===== src/verilog/pmc_pkg.sv =====
/*
 * Constants for the power mode and clock control block: register offsets,
 * field positions, reset values, mode encodings and settling counts.
 * Assumes a single 200 MHz core clock.
 */
package pmc_pkg;
    localparam logic [3:0] OFF_PWR_CTRL = 4'h0;
    localparam logic [3:0] OFF_MOD_STANDBY_SELECT_BIT_ALT = 4'h4;
    localparam logic [3:0] OFF_CLK_CTRL = 4'h8;
    localparam logic [3:0] OFF_STATUS = 4'hC;

    localparam int BIT_STANDBY_SELECT_BIT_ALT_SEL = 7;
    localparam int BIT_MOD_INIT = 0;
    localparam int POS_PLL_RATIO = 0;
    localparam int POS_PER_DIV = 2;
    localparam int POS_BUS_DIV = 4;

    localparam logic [1:0] RATIO_X1 = 2'h0;
    localparam logic [1:0] RATIO_X2 = 2'h1;
    localparam logic [1:0] RATIO_X4 = 2'h2;
    localparam logic [1:0] PER_DIV2 = 2'h1;
    localparam logic [1:0] PER_DIV4 = 2'h2;

    localparam logic [7:0] RST_PWR_CTRL = 8'h00;
    localparam logic [7:0] RST_CLK_CTRL = 8'h00;

    localparam int CLK_MHZ = 200;
    localparam int SETTLE_US = 10;
    localparam int SETTLE_CYCLES = SETTLE_US * CLK_MHZ;
    localparam int BUS_CYCLE_CLKS = 2;

    typedef enum logic [3:0] {
        ST_NORMAL = 4'h1,
        ST_SLEEP = 4'h2,
        ST_STANDBY = 4'h4,
        ST_SETTLE = 4'h8
    } pmc_state_t;
endpackage : pmc_pkg


===== src/verilog/pmc_power_ctrl.sv =====
/*
 * Power mode and clock control: normal, sleep, standby and per-module
 * standby, plus clock ratio and divider control of the clock generator.
 * Assumes the CPU pulses a sleep request, interrupt, non-maskable interrupt
 * and wake events arrive on pins, and the registers are reached over a
 * simple strobe port with read data one cycle after the read strobe.
 */
// Local design decisions: strobed register access and the register addresses.
// Contract
// - Sleep halts CPU execution while the clock generator and peripherals run.
// - Sleep request with standby select clear enters sleep; interrupt or reset leaves.
// - During sleep memories and registers hold and external refresh continues.
// - Standby stops CPU, clock generator and peripherals, holding all contents.
// - Sleep request with standby select set enters standby; only NMI or reset leaves.
// - Leaving standby waits for the clock generator to settle before resuming.
// - External dynamic memory is put into self-refresh during standby.
// - Module standby withholds the clock from each selected peripheral only.
// - A module in standby keeps its state or is held in its initial state.
// - Module standby applies together with normal and sleep operation.
// - The PLL ratio is one, two or four, selectable by software at any time.
// - A basic external bus cycle lasts two processor clocks at every ratio; the bus enable here pulses every one, two or four clocks by ratio.
// - CPU clock runs at one, two or four times the bus clock.
// - Peripheral clock is the CPU clock divided by two or four.
// - The watchdog counter may time the settling interval after an NMI wake.
`timescale 1ns/100ps
`default_nettype none
module pmc_power_ctrl #(
    parameter int NUM_MODULES = 8,
    parameter int SETTLE_COUNT = pmc_pkg::SETTLE_CYCLES
) (
    input wire logic CORE_CLK_IN,            // Core clock, 200 MHz.
    input wire logic RST_B_IN,               // Synchronous reset, active low.
    input wire logic CLK_EN_IN,              // Freezes all state while low.
    input wire logic [3:0] ADDR_IN,          // Register byte address.
    input wire logic [7:0] WDATA_IN,         // Register write data.
    input wire logic WR_IN,                  // Write strobe.
    input wire logic RD_IN,                  // Read strobe.
    output logic [7:0] RDATA_OUT,            // Read data, cycle after strobe.
    input wire logic SLEEP_REQ_IN,           // CPU executed sleep instruction.
    input wire logic IRQ_IN,                 // Any interrupt request, pin.
    input wire logic NMI_IN,                 // Non-maskable interrupt, pin.
    input wire logic WDT_SETTLED_IN,         // Watchdog settle done pulse.
    input wire logic USE_WDT_IN,             // Use watchdog for settling.
    output logic CPU_RUN_OUT,                // CPU may execute.
    output logic PER_RUN_OUT,                // Peripherals clocked.
    output logic OSC_RUN_OUT,                // Clock generator running.
    output logic REFRESH_EN_OUT,             // Auto refresh of external DRAM.
    output logic SELF_REFRESH_OUT,           // DRAM self-refresh request.
    output logic [NUM_MODULES-1:0] MOD_CLK_EN_OUT, // Per-module clock enable.
    output logic [NUM_MODULES-1:0] MOD_INIT_OUT,   // Per-module hold in reset.
    output logic [1:0] PLL_RATIO_OUT,        // PLL multiply select.
    output logic CPU_CE_OUT,                 // CPU clock enable.
    output logic PER_CE_OUT,                 // Peripheral clock enable.
    output logic BUS_CE_OUT                  // External bus clock enable.
);
    // Parameter values the logic cannot serve stop elaboration.
    // The module standby register is one byte wide, hence one to eight modules.
    generate
        if (NUM_MODULES < 1 || NUM_MODULES > 8) begin : g_bad_modules
            $error("NUM_MODULES must be 1 to 8");
        end
        // The settling counter must reach its end value at least once.
        if (SETTLE_COUNT < 1) begin : g_bad_settle
            $error("SETTLE_COUNT must be at least 1");
        end
    endgenerate

    logic [2:0] irq_sync_reg;
    logic [2:0] nmi_sync_reg;
    logic irq_lvl_reg;
    logic nmi_lvl_reg;
    logic nmi_prev_reg;
    logic nmi_rise;
    logic [7:0] pwr_ctrl_reg;
    logic [7:0] mod_standby_select_bit_alt_reg;
    logic [7:0] clk_ctrl_reg;
    pmc_pkg::pmc_state_t state_reg;
    pmc_pkg::pmc_state_t state_next;
    logic [31:0] settle_cnt_reg;
    logic [2:0] div_cnt_reg;
    logic [2:0] bus_mask;
    logic [2:0] per_mask;
    logic [7:0] rdata_next;

    // Three-stage synchronisers; a level changes once stages two and three agree.
    always_ff @(posedge CORE_CLK_IN) begin
        if (!RST_B_IN) begin
            irq_sync_reg <= 3'h0;
            nmi_sync_reg <= 3'h0;
        end else if (CLK_EN_IN) begin
            irq_sync_reg <= {irq_sync_reg[1:0], IRQ_IN};
            nmi_sync_reg <= {nmi_sync_reg[1:0], NMI_IN};
        end
    end

    // Interrupt level, filtered so a single-cycle glitch never wakes sleep.
    always_ff @(posedge CORE_CLK_IN) begin
        if (!RST_B_IN) begin
            irq_lvl_reg <= 1'b0;
        end else if (CLK_EN_IN) begin
            if (irq_sync_reg[2] == irq_sync_reg[1]) begin
                irq_lvl_reg <= irq_sync_reg[2];
            end
        end
    end

    // The previous level is kept so standby sees only a fresh NMI edge.
    // A level held high from before standby therefore cannot wake the part.
    always_ff @(posedge CORE_CLK_IN) begin
        if (!RST_B_IN) begin
            nmi_lvl_reg <= 1'b0;
            nmi_prev_reg <= 1'b0;
        end else if (CLK_EN_IN) begin
            if (nmi_sync_reg[2] == nmi_sync_reg[1]) begin
                nmi_lvl_reg <= nmi_sync_reg[2];
            end
            nmi_prev_reg <= nmi_lvl_reg;
        end
    end

    assign nmi_rise = nmi_lvl_reg & ~nmi_prev_reg;

    // Register writes; clock ratio may change at any time.
    always_ff @(posedge CORE_CLK_IN) begin
        if (!RST_B_IN) begin
            pwr_ctrl_reg <= pmc_pkg::RST_PWR_CTRL;
            mod_standby_select_bit_alt_reg <= 8'h00;
            clk_ctrl_reg <= pmc_pkg::RST_CLK_CTRL;
        end else if (CLK_EN_IN && WR_IN) begin
            if (ADDR_IN == pmc_pkg::OFF_PWR_CTRL) begin
                pwr_ctrl_reg <= WDATA_IN & 8'h81;
            end else if (ADDR_IN == pmc_pkg::OFF_MOD_STANDBY_SELECT_BIT_ALT) begin
                mod_standby_select_bit_alt_reg <= WDATA_IN;
            end else if (ADDR_IN == pmc_pkg::OFF_CLK_CTRL) begin
                if (WDATA_IN[1:0] != 2'h3) begin
                    clk_ctrl_reg[1:0] <= WDATA_IN[1:0];
                end
                if (WDATA_IN[3:2] == pmc_pkg::PER_DIV2 ||
                    WDATA_IN[3:2] == pmc_pkg::PER_DIV4) begin
                    clk_ctrl_reg[3:2] <= WDATA_IN[3:2];
                end
                if (WDATA_IN[5:4] != 2'h3) begin
                    clk_ctrl_reg[5:4] <= WDATA_IN[5:4];
                end
            end
        end
    end

    // Power state machine.
    always_comb begin
        state_next = state_reg;
        case (state_reg)
            pmc_pkg::ST_NORMAL: begin
                if (SLEEP_REQ_IN) begin
                    if (pwr_ctrl_reg[pmc_pkg::BIT_STANDBY_SELECT_BIT_ALT_SEL]) begin
                        state_next = pmc_pkg::ST_STANDBY;
                    end else begin
                        state_next = pmc_pkg::ST_SLEEP;
                    end
                end
            end
            pmc_pkg::ST_SLEEP: begin
                if (irq_lvl_reg || nmi_lvl_reg) begin
                    state_next = pmc_pkg::ST_NORMAL;
                end
            end
            pmc_pkg::ST_STANDBY: begin
                if (nmi_rise) begin
                    state_next = pmc_pkg::ST_SETTLE;
                end
            end
            pmc_pkg::ST_SETTLE: begin
                if (USE_WDT_IN ? WDT_SETTLED_IN :
                    settle_cnt_reg == 32'(SETTLE_COUNT - 1)) begin
                    state_next = pmc_pkg::ST_NORMAL;
                end
            end
            default: begin
                state_next = pmc_pkg::ST_NORMAL;
            end
        endcase
    end

    always_ff @(posedge CORE_CLK_IN) begin
        if (!RST_B_IN) begin
            state_reg <= pmc_pkg::ST_NORMAL;
        end else if (CLK_EN_IN) begin
            state_reg <= state_next;
        end
    end

    // Settling counter runs only while the oscillator restarts.
    always_ff @(posedge CORE_CLK_IN) begin
        if (!RST_B_IN) begin
            settle_cnt_reg <= 32'h0;
        end else if (CLK_EN_IN) begin
            if (state_reg == pmc_pkg::ST_SETTLE) begin
                settle_cnt_reg <= settle_cnt_reg + 32'h1;
            end else begin
                settle_cnt_reg <= 32'h0;
            end
        end
    end

    // Clock-enable divider; the bus enable pulses at a ratio-derived rate.
    always_comb begin
        case (clk_ctrl_reg[1:0])
            pmc_pkg::RATIO_X2: bus_mask = 3'h1;
            pmc_pkg::RATIO_X4: bus_mask = 3'h3;
            default: bus_mask = 3'h0;
        endcase
        if (clk_ctrl_reg[3:2] == pmc_pkg::PER_DIV4) begin
            per_mask = 3'h3;
        end else begin
            per_mask = 3'h1;
        end
    end

    always_ff @(posedge CORE_CLK_IN) begin
        if (!RST_B_IN) begin
            div_cnt_reg <= 3'h0;
        end else if (CLK_EN_IN) begin
            div_cnt_reg <= div_cnt_reg + 3'h1;
        end
    end

    // Run levels follow the next state so they change with the state.
    always_ff @(posedge CORE_CLK_IN) begin
        if (!RST_B_IN) begin
            CPU_RUN_OUT <= 1'b1;
            PER_RUN_OUT <= 1'b1;
            OSC_RUN_OUT <= 1'b1;
        end else if (CLK_EN_IN) begin
            CPU_RUN_OUT <= state_next == pmc_pkg::ST_NORMAL;
            PER_RUN_OUT <= state_next == pmc_pkg::ST_NORMAL ||
                           state_next == pmc_pkg::ST_SLEEP;
            OSC_RUN_OUT <= state_next != pmc_pkg::ST_STANDBY;
        end
    end

    // External memory refresh; self-refresh covers the settling time too.
    always_ff @(posedge CORE_CLK_IN) begin
        if (!RST_B_IN) begin
            REFRESH_EN_OUT <= 1'b1;
            SELF_REFRESH_OUT <= 1'b0;
        end else if (CLK_EN_IN) begin
            REFRESH_EN_OUT <= state_next == pmc_pkg::ST_NORMAL ||
                              state_next == pmc_pkg::ST_SLEEP;
            SELF_REFRESH_OUT <= state_next == pmc_pkg::ST_STANDBY ||
                                state_next == pmc_pkg::ST_SETTLE;
        end
    end

    // Clock enables for the CPU, peripheral and bus domains.
    always_ff @(posedge CORE_CLK_IN) begin
        if (!RST_B_IN) begin
            CPU_CE_OUT <= 1'b0;
            PER_CE_OUT <= 1'b0;
            BUS_CE_OUT <= 1'b0;
        end else if (CLK_EN_IN) begin
            CPU_CE_OUT <= state_next == pmc_pkg::ST_NORMAL;
            PER_CE_OUT <= (state_next == pmc_pkg::ST_NORMAL ||
                           state_next == pmc_pkg::ST_SLEEP) &&
                          ((div_cnt_reg & per_mask) == per_mask);
            // Two processor clocks per basic bus cycle at the x1 ratio.
            BUS_CE_OUT <= (state_next == pmc_pkg::ST_NORMAL ||
                           state_next == pmc_pkg::ST_SLEEP) &&
                          ((div_cnt_reg & bus_mask) == bus_mask);
        end
    end

    // Multiply select follows the stored ratio at any time.
    always_ff @(posedge CORE_CLK_IN) begin
        if (!RST_B_IN) begin
            PLL_RATIO_OUT <= pmc_pkg::RATIO_X1;
        end else if (CLK_EN_IN) begin
            PLL_RATIO_OUT <= clk_ctrl_reg[1:0];
        end
    end

    // Per-module gating; every module clock also stops in standby and settling.
    genvar gi;
    generate
        for (gi = 0; gi < NUM_MODULES; gi++) begin : g_mod
            always_ff @(posedge CORE_CLK_IN) begin
                if (!RST_B_IN) begin
                    MOD_CLK_EN_OUT[gi] <= 1'b1;
                    MOD_INIT_OUT[gi] <= 1'b0;
                end else if (CLK_EN_IN) begin
                    MOD_CLK_EN_OUT[gi] <= ~mod_standby_select_bit_alt_reg[gi] &&
                        state_next != pmc_pkg::ST_STANDBY &&
                        state_next != pmc_pkg::ST_SETTLE;
                    MOD_INIT_OUT[gi] <= mod_standby_select_bit_alt_reg[gi] &
                        pwr_ctrl_reg[pmc_pkg::BIT_MOD_INIT];
                end
            end
        end
    endgenerate

    // Read mux; unmapped addresses return zero.
    always_comb begin
        rdata_next = 8'h00;
        if (ADDR_IN == pmc_pkg::OFF_PWR_CTRL) begin
            rdata_next = pwr_ctrl_reg;
        end else if (ADDR_IN == pmc_pkg::OFF_MOD_STANDBY_SELECT_BIT_ALT) begin
            rdata_next = mod_standby_select_bit_alt_reg;
        end else if (ADDR_IN == pmc_pkg::OFF_CLK_CTRL) begin
            rdata_next = clk_ctrl_reg & 8'h3F;
        end else if (ADDR_IN == pmc_pkg::OFF_STATUS) begin
            rdata_next = {4'h0, state_reg};
        end
    end

    always_ff @(posedge CORE_CLK_IN) begin
        if (!RST_B_IN) begin
            RDATA_OUT <= 8'h00;
        end else if (CLK_EN_IN) begin
            if (RD_IN) begin
                RDATA_OUT <= rdata_next;
            end else begin
                RDATA_OUT <= 8'h00;
            end
        end
    end
endmodule : pmc_power_ctrl
`default_nettype wire


===== config.mk =====
export PLATFORM = sky130hd
export DESIGN_NAME = pmc_power_ctrl
export DESIGN_NICKNAME = d
export VERILOG_FILES = /design/src/verilog/pmc_pkg.sv /design/src/verilog/pmc_power_ctrl.sv
export SDC_FILE = /design/constraint.sdc
export NUM_CORES = 1
export LEC_CHECK = 0
export BUFFER_PORTS_ARGS = -buffer_cell sky130_fd_sc_hd__buf_2
export CORE_MARGIN = 2
export CORE_UTILIZATION = 49
export CTS_BUF_LIST = sky130_fd_sc_hd__clkbuf_8
export CTS_CLUSTER_DIAMETER = 30
export CTS_CLUSTER_SIZE = 14
export DETAILED_ROUTE_END_ITERATION = 6
export PLACE_DENSITY_LB_ADDON = 0.08
export SYNTH_ARGS = -nofsm -noshare
export SYNTH_HDL_FRONTEND = slang
export SYNTH_SLANG_ARGS = --single-unit

===== constraint.sdc =====
create_clock -name CORE_CLK_IN -period 4.5 [get_ports CORE_CLK_IN]
set_input_delay 0 -clock CORE_CLK_IN [delete_from_list [all_inputs] [get_ports CORE_CLK_IN]]
set_output_delay 0 -clock CORE_CLK_IN [all_outputs]
set_load 0.1 [all_outputs]

==> results.tsv <==
metric	value	unit
layout cell share with drive strength beyond 1	18.0	%
Worst-path clk slew	0.10	ns
post-synth top area share	45.0	%
largest area contributor in the netlist	dfxtp_1	
Via Count	3430	
synth warn	0	
fmax	415	MHz
largest net degree at the start of global routing	67	
setup slack, reg-to-reg	2.09	ns
Final Hold Fails	0	
routed len/inst	14.6	um
Iteration-0 DRC Markers	122	
Inserted Diodes	0	
FF+latch count, synth	96	
WHS Path Cells	4	
core box area	0.00859	sq mm
Worst VDD drop	0.197	mV
boundary pin count	56	
P_leak	0.00181	uW
Yosys cell types	48	
synth top area cells	dfxtp_1, xnor2_1, mux2i_1	
later-pin clock latency in the skew report	0.35	ns
pwr dens	326	mW/mm^2
net count after synthesis	501	
grt ovf	0	
max FFs per register	32	
main flop type after synthesis	dfxtp_1	
Die Area	0.00948	sq mm
Die Y	97.4	um
Slew HR	26.7	%
crit path cell chain	or4_1, or4_1, o21ai_2, nand4_2, o21ai_0	
endpoints failing setup	0	
hold_sp	WDT_SETTLED_IN	
vias in the first global route	3221	
CP required	4.77	ns
Post-Synth Simple-Gate Area	23.7	%
Finished Cell Area	0.00484	sq mm
crit-path most repeated cell	or4_1	
CTS buffer count	9	
H-tree levels	3	
family with the most delay on the worst path	simple AND/OR/NAND/NOR gates	
Post-Synthesis Cell Area	0.00427	sq mm
Root Buffer	clkbuf_8	
RePlAce Congestion	0.814	
worst reg2reg startpoint	settle_cnt_reg[15]$_SDFFE_PN0P_	
end of the worst register-to-register path	BUS_CE_OUT$_SDFFE_PN0P_	
Min-Delay Path Class	in2reg	
hold path endpoint	state_reg[3]$_SDFFE_PN0P_	
initial antenna violation count	0	
Seq/Total Area, Yosys	45.0	%
Setup crit end kind	flop	
RSZ-0062 raised after global routing	false	
asr flop ratio synth	0	%
multiplexer share of the synthesized area	5.74	%
Post-Syn Area per Cell	8.95	sq um
final setup margin	2.09	ns
Final Hold Slack	0.0186	ns
Setup Buffers After CTS	0	
Longest Clk Path Bufs	2	
1st-pass router iterations	4	
post-synthesis xor/xnor area fraction	6.36	%
Max-cap violations	0	
Post-DP Area	0.00456	sq mm
DR vias/cell	5.39	
Pwr Total	1580	uW
compound-gate portion of the synthesized area	14.4	%
DP HPWL	6.14	mm
status	finished clean	
Die W	97.4	um
first-pass GRT wire length	15.7	mm
Adder-Cell Fraction of Synth Area	0.586	%
worst slew pin tran	1.10	ns
Fillers	820	
Max FO, Critical Path	12	
Routed WL	9.29	mm
Final period util	53.6	%
Synth-to-Final Area Change	13.4	%
minimum clock period	2.41	ns
global-route usage over all layers	20.0	%
Clock Skew	0.0145	ns
CP arrival	2.68	ns
Starting Density	49.7	%
nets@finish	547	
FF-to-FF path depth	5	
Port Buffer Count	55	
Synth Instances	477	
drt drc	0	
Bufs and invs on worst path	0	
main combinational cell family by area after synthesis	simple AND/OR/NAND/NOR gates	
Core Rows	34	
Placement Setup Slack	2.07	ns
top cells by count, synth	dfxtp_1, nor2_1, nand2_1, clkbuf_1, nor2b_1	
count leader, synth	dfxtp_1	
Worst path slowest cell	or4_1	
Slew Limit Fails	0	
crit path launch type	flop	
TritonCTS clock tree	done	
Sinks on Clock Net	96	
post-route ant nets	0	
EDFF count, synth	0	
CP max stage delay	0.54	ns
CP Class	reg2reg	
setup TNS	0	ns
==> final cells by class <==
class | count | area [sq um] | area share, %
repair buffers | 66 | 383 | 7.91
flip-flops and latches | 96 | 1920 | 39.7
clock buffers | 11 | 151 | 3.13
well taps | 108 | 135 | 2.79
clock inverters | 5 | 32.5 | 0.672
multi-input cells | 337 | 2170 | 44.8
inverters | 13 | 48.8 | 1.01
==> layer usage <==
layer  track usage [%]  up-vias  share of wire, %  routed length [um]
met4              7.05        0               1.3                 118
li1                  -     1757                 -                   -
met2              30.1       72                43                4000
met1              29.3     1590                52                4830
met3              3.09       11               3.7                 344
met5                 0        -                 0                   0
==> where the power goes <==
part / total, uW / internal, uW / switching [uW]
sequential: 879 / 865 / 13.7
combinational: 178 / 50.1 / 128
clock: 521 / 229 / 292
total: 1580 / 1140 / 433
==> per-stage QoR <==
| stage | util, % | std cells |
|---|---|---|
| 3_5_place_dp | 53.0 | 610 |
| 3_3_place_gp | 53.0 | 610 |
| 5_1_grt | 56.3 | 636 |
| 6_report | 56.3 | 636 |
| 2_1_floorplan | - | 477 |
| 4_1_cts | 56.3 | 636 |
==> layout by cell type (no fill, tap or decap), types with 19 or more instances in the layout <==
cell type,count
dfxtp_1,96
buf_2,55
nor2_1,48
nand2_1,36
nor2b_1,26
xnor2_1,24
a21boi_0,23
mux2i_1,20
nand3_1,20
o21ai_0,19
==> worst reg2reg max path: stages (launching register included) <==
cell	delay (ns)
dfxtp_1	0.37
or4_1	0.52
or4_1	0.54
o21ai_2	0.18
nand4_2	0.43
o21ai_0	0.29
==> kinds of logic after synthesis <==
logic type,count (synthesis)
multiplexers,23
XOR/XNOR,31
adder cells (fa/ha/maj),2
AND/OR/NAND/NOR,195
flip-flops,96
AO/OA/AOI/OAI,86
buffers and inverters,44
==> how the worst max path moves through the flow <==
stage	from	endpoint	slack (ns)	depth (start not counted)
detailed placement	settle_cnt_reg[15]$_SDFFE_PN0P_	BUS_CE_OUT$_SDFFE_PN0P_	2.07	5
CTS	settle_cnt_reg[15]$_SDFFE_PN0P_	BUS_CE_OUT$_SDFFE_PN0P_	2.06	5
global route	settle_cnt_reg[15]$_SDFFE_PN0P_	MOD_CLK_EN_OUT[0]$_SDFFE_PN1P_	1.96	5
global placement	settle_cnt_reg[15]$_SDFFE_PN0P_	SELF_REFRESH_OUT$_SDFFE_PN0P_	2.15	5
finish	settle_cnt_reg[15]$_SDFFE_PN0P_	BUS_CE_OUT$_SDFFE_PN0P_	2.09	5
floorplan	settle_cnt_reg[15]$_SDFFE_PN0P_	SELF_REFRESH_OUT$_SDFFE_PN0P_	2.47	6
==> what timing repair did <==
item                      in CTS  in global routing
hold buffers                  10                  0
hold endpoints to repair      17                  0
resized for setup              0                  0
(Power assumes the default switching activity.)
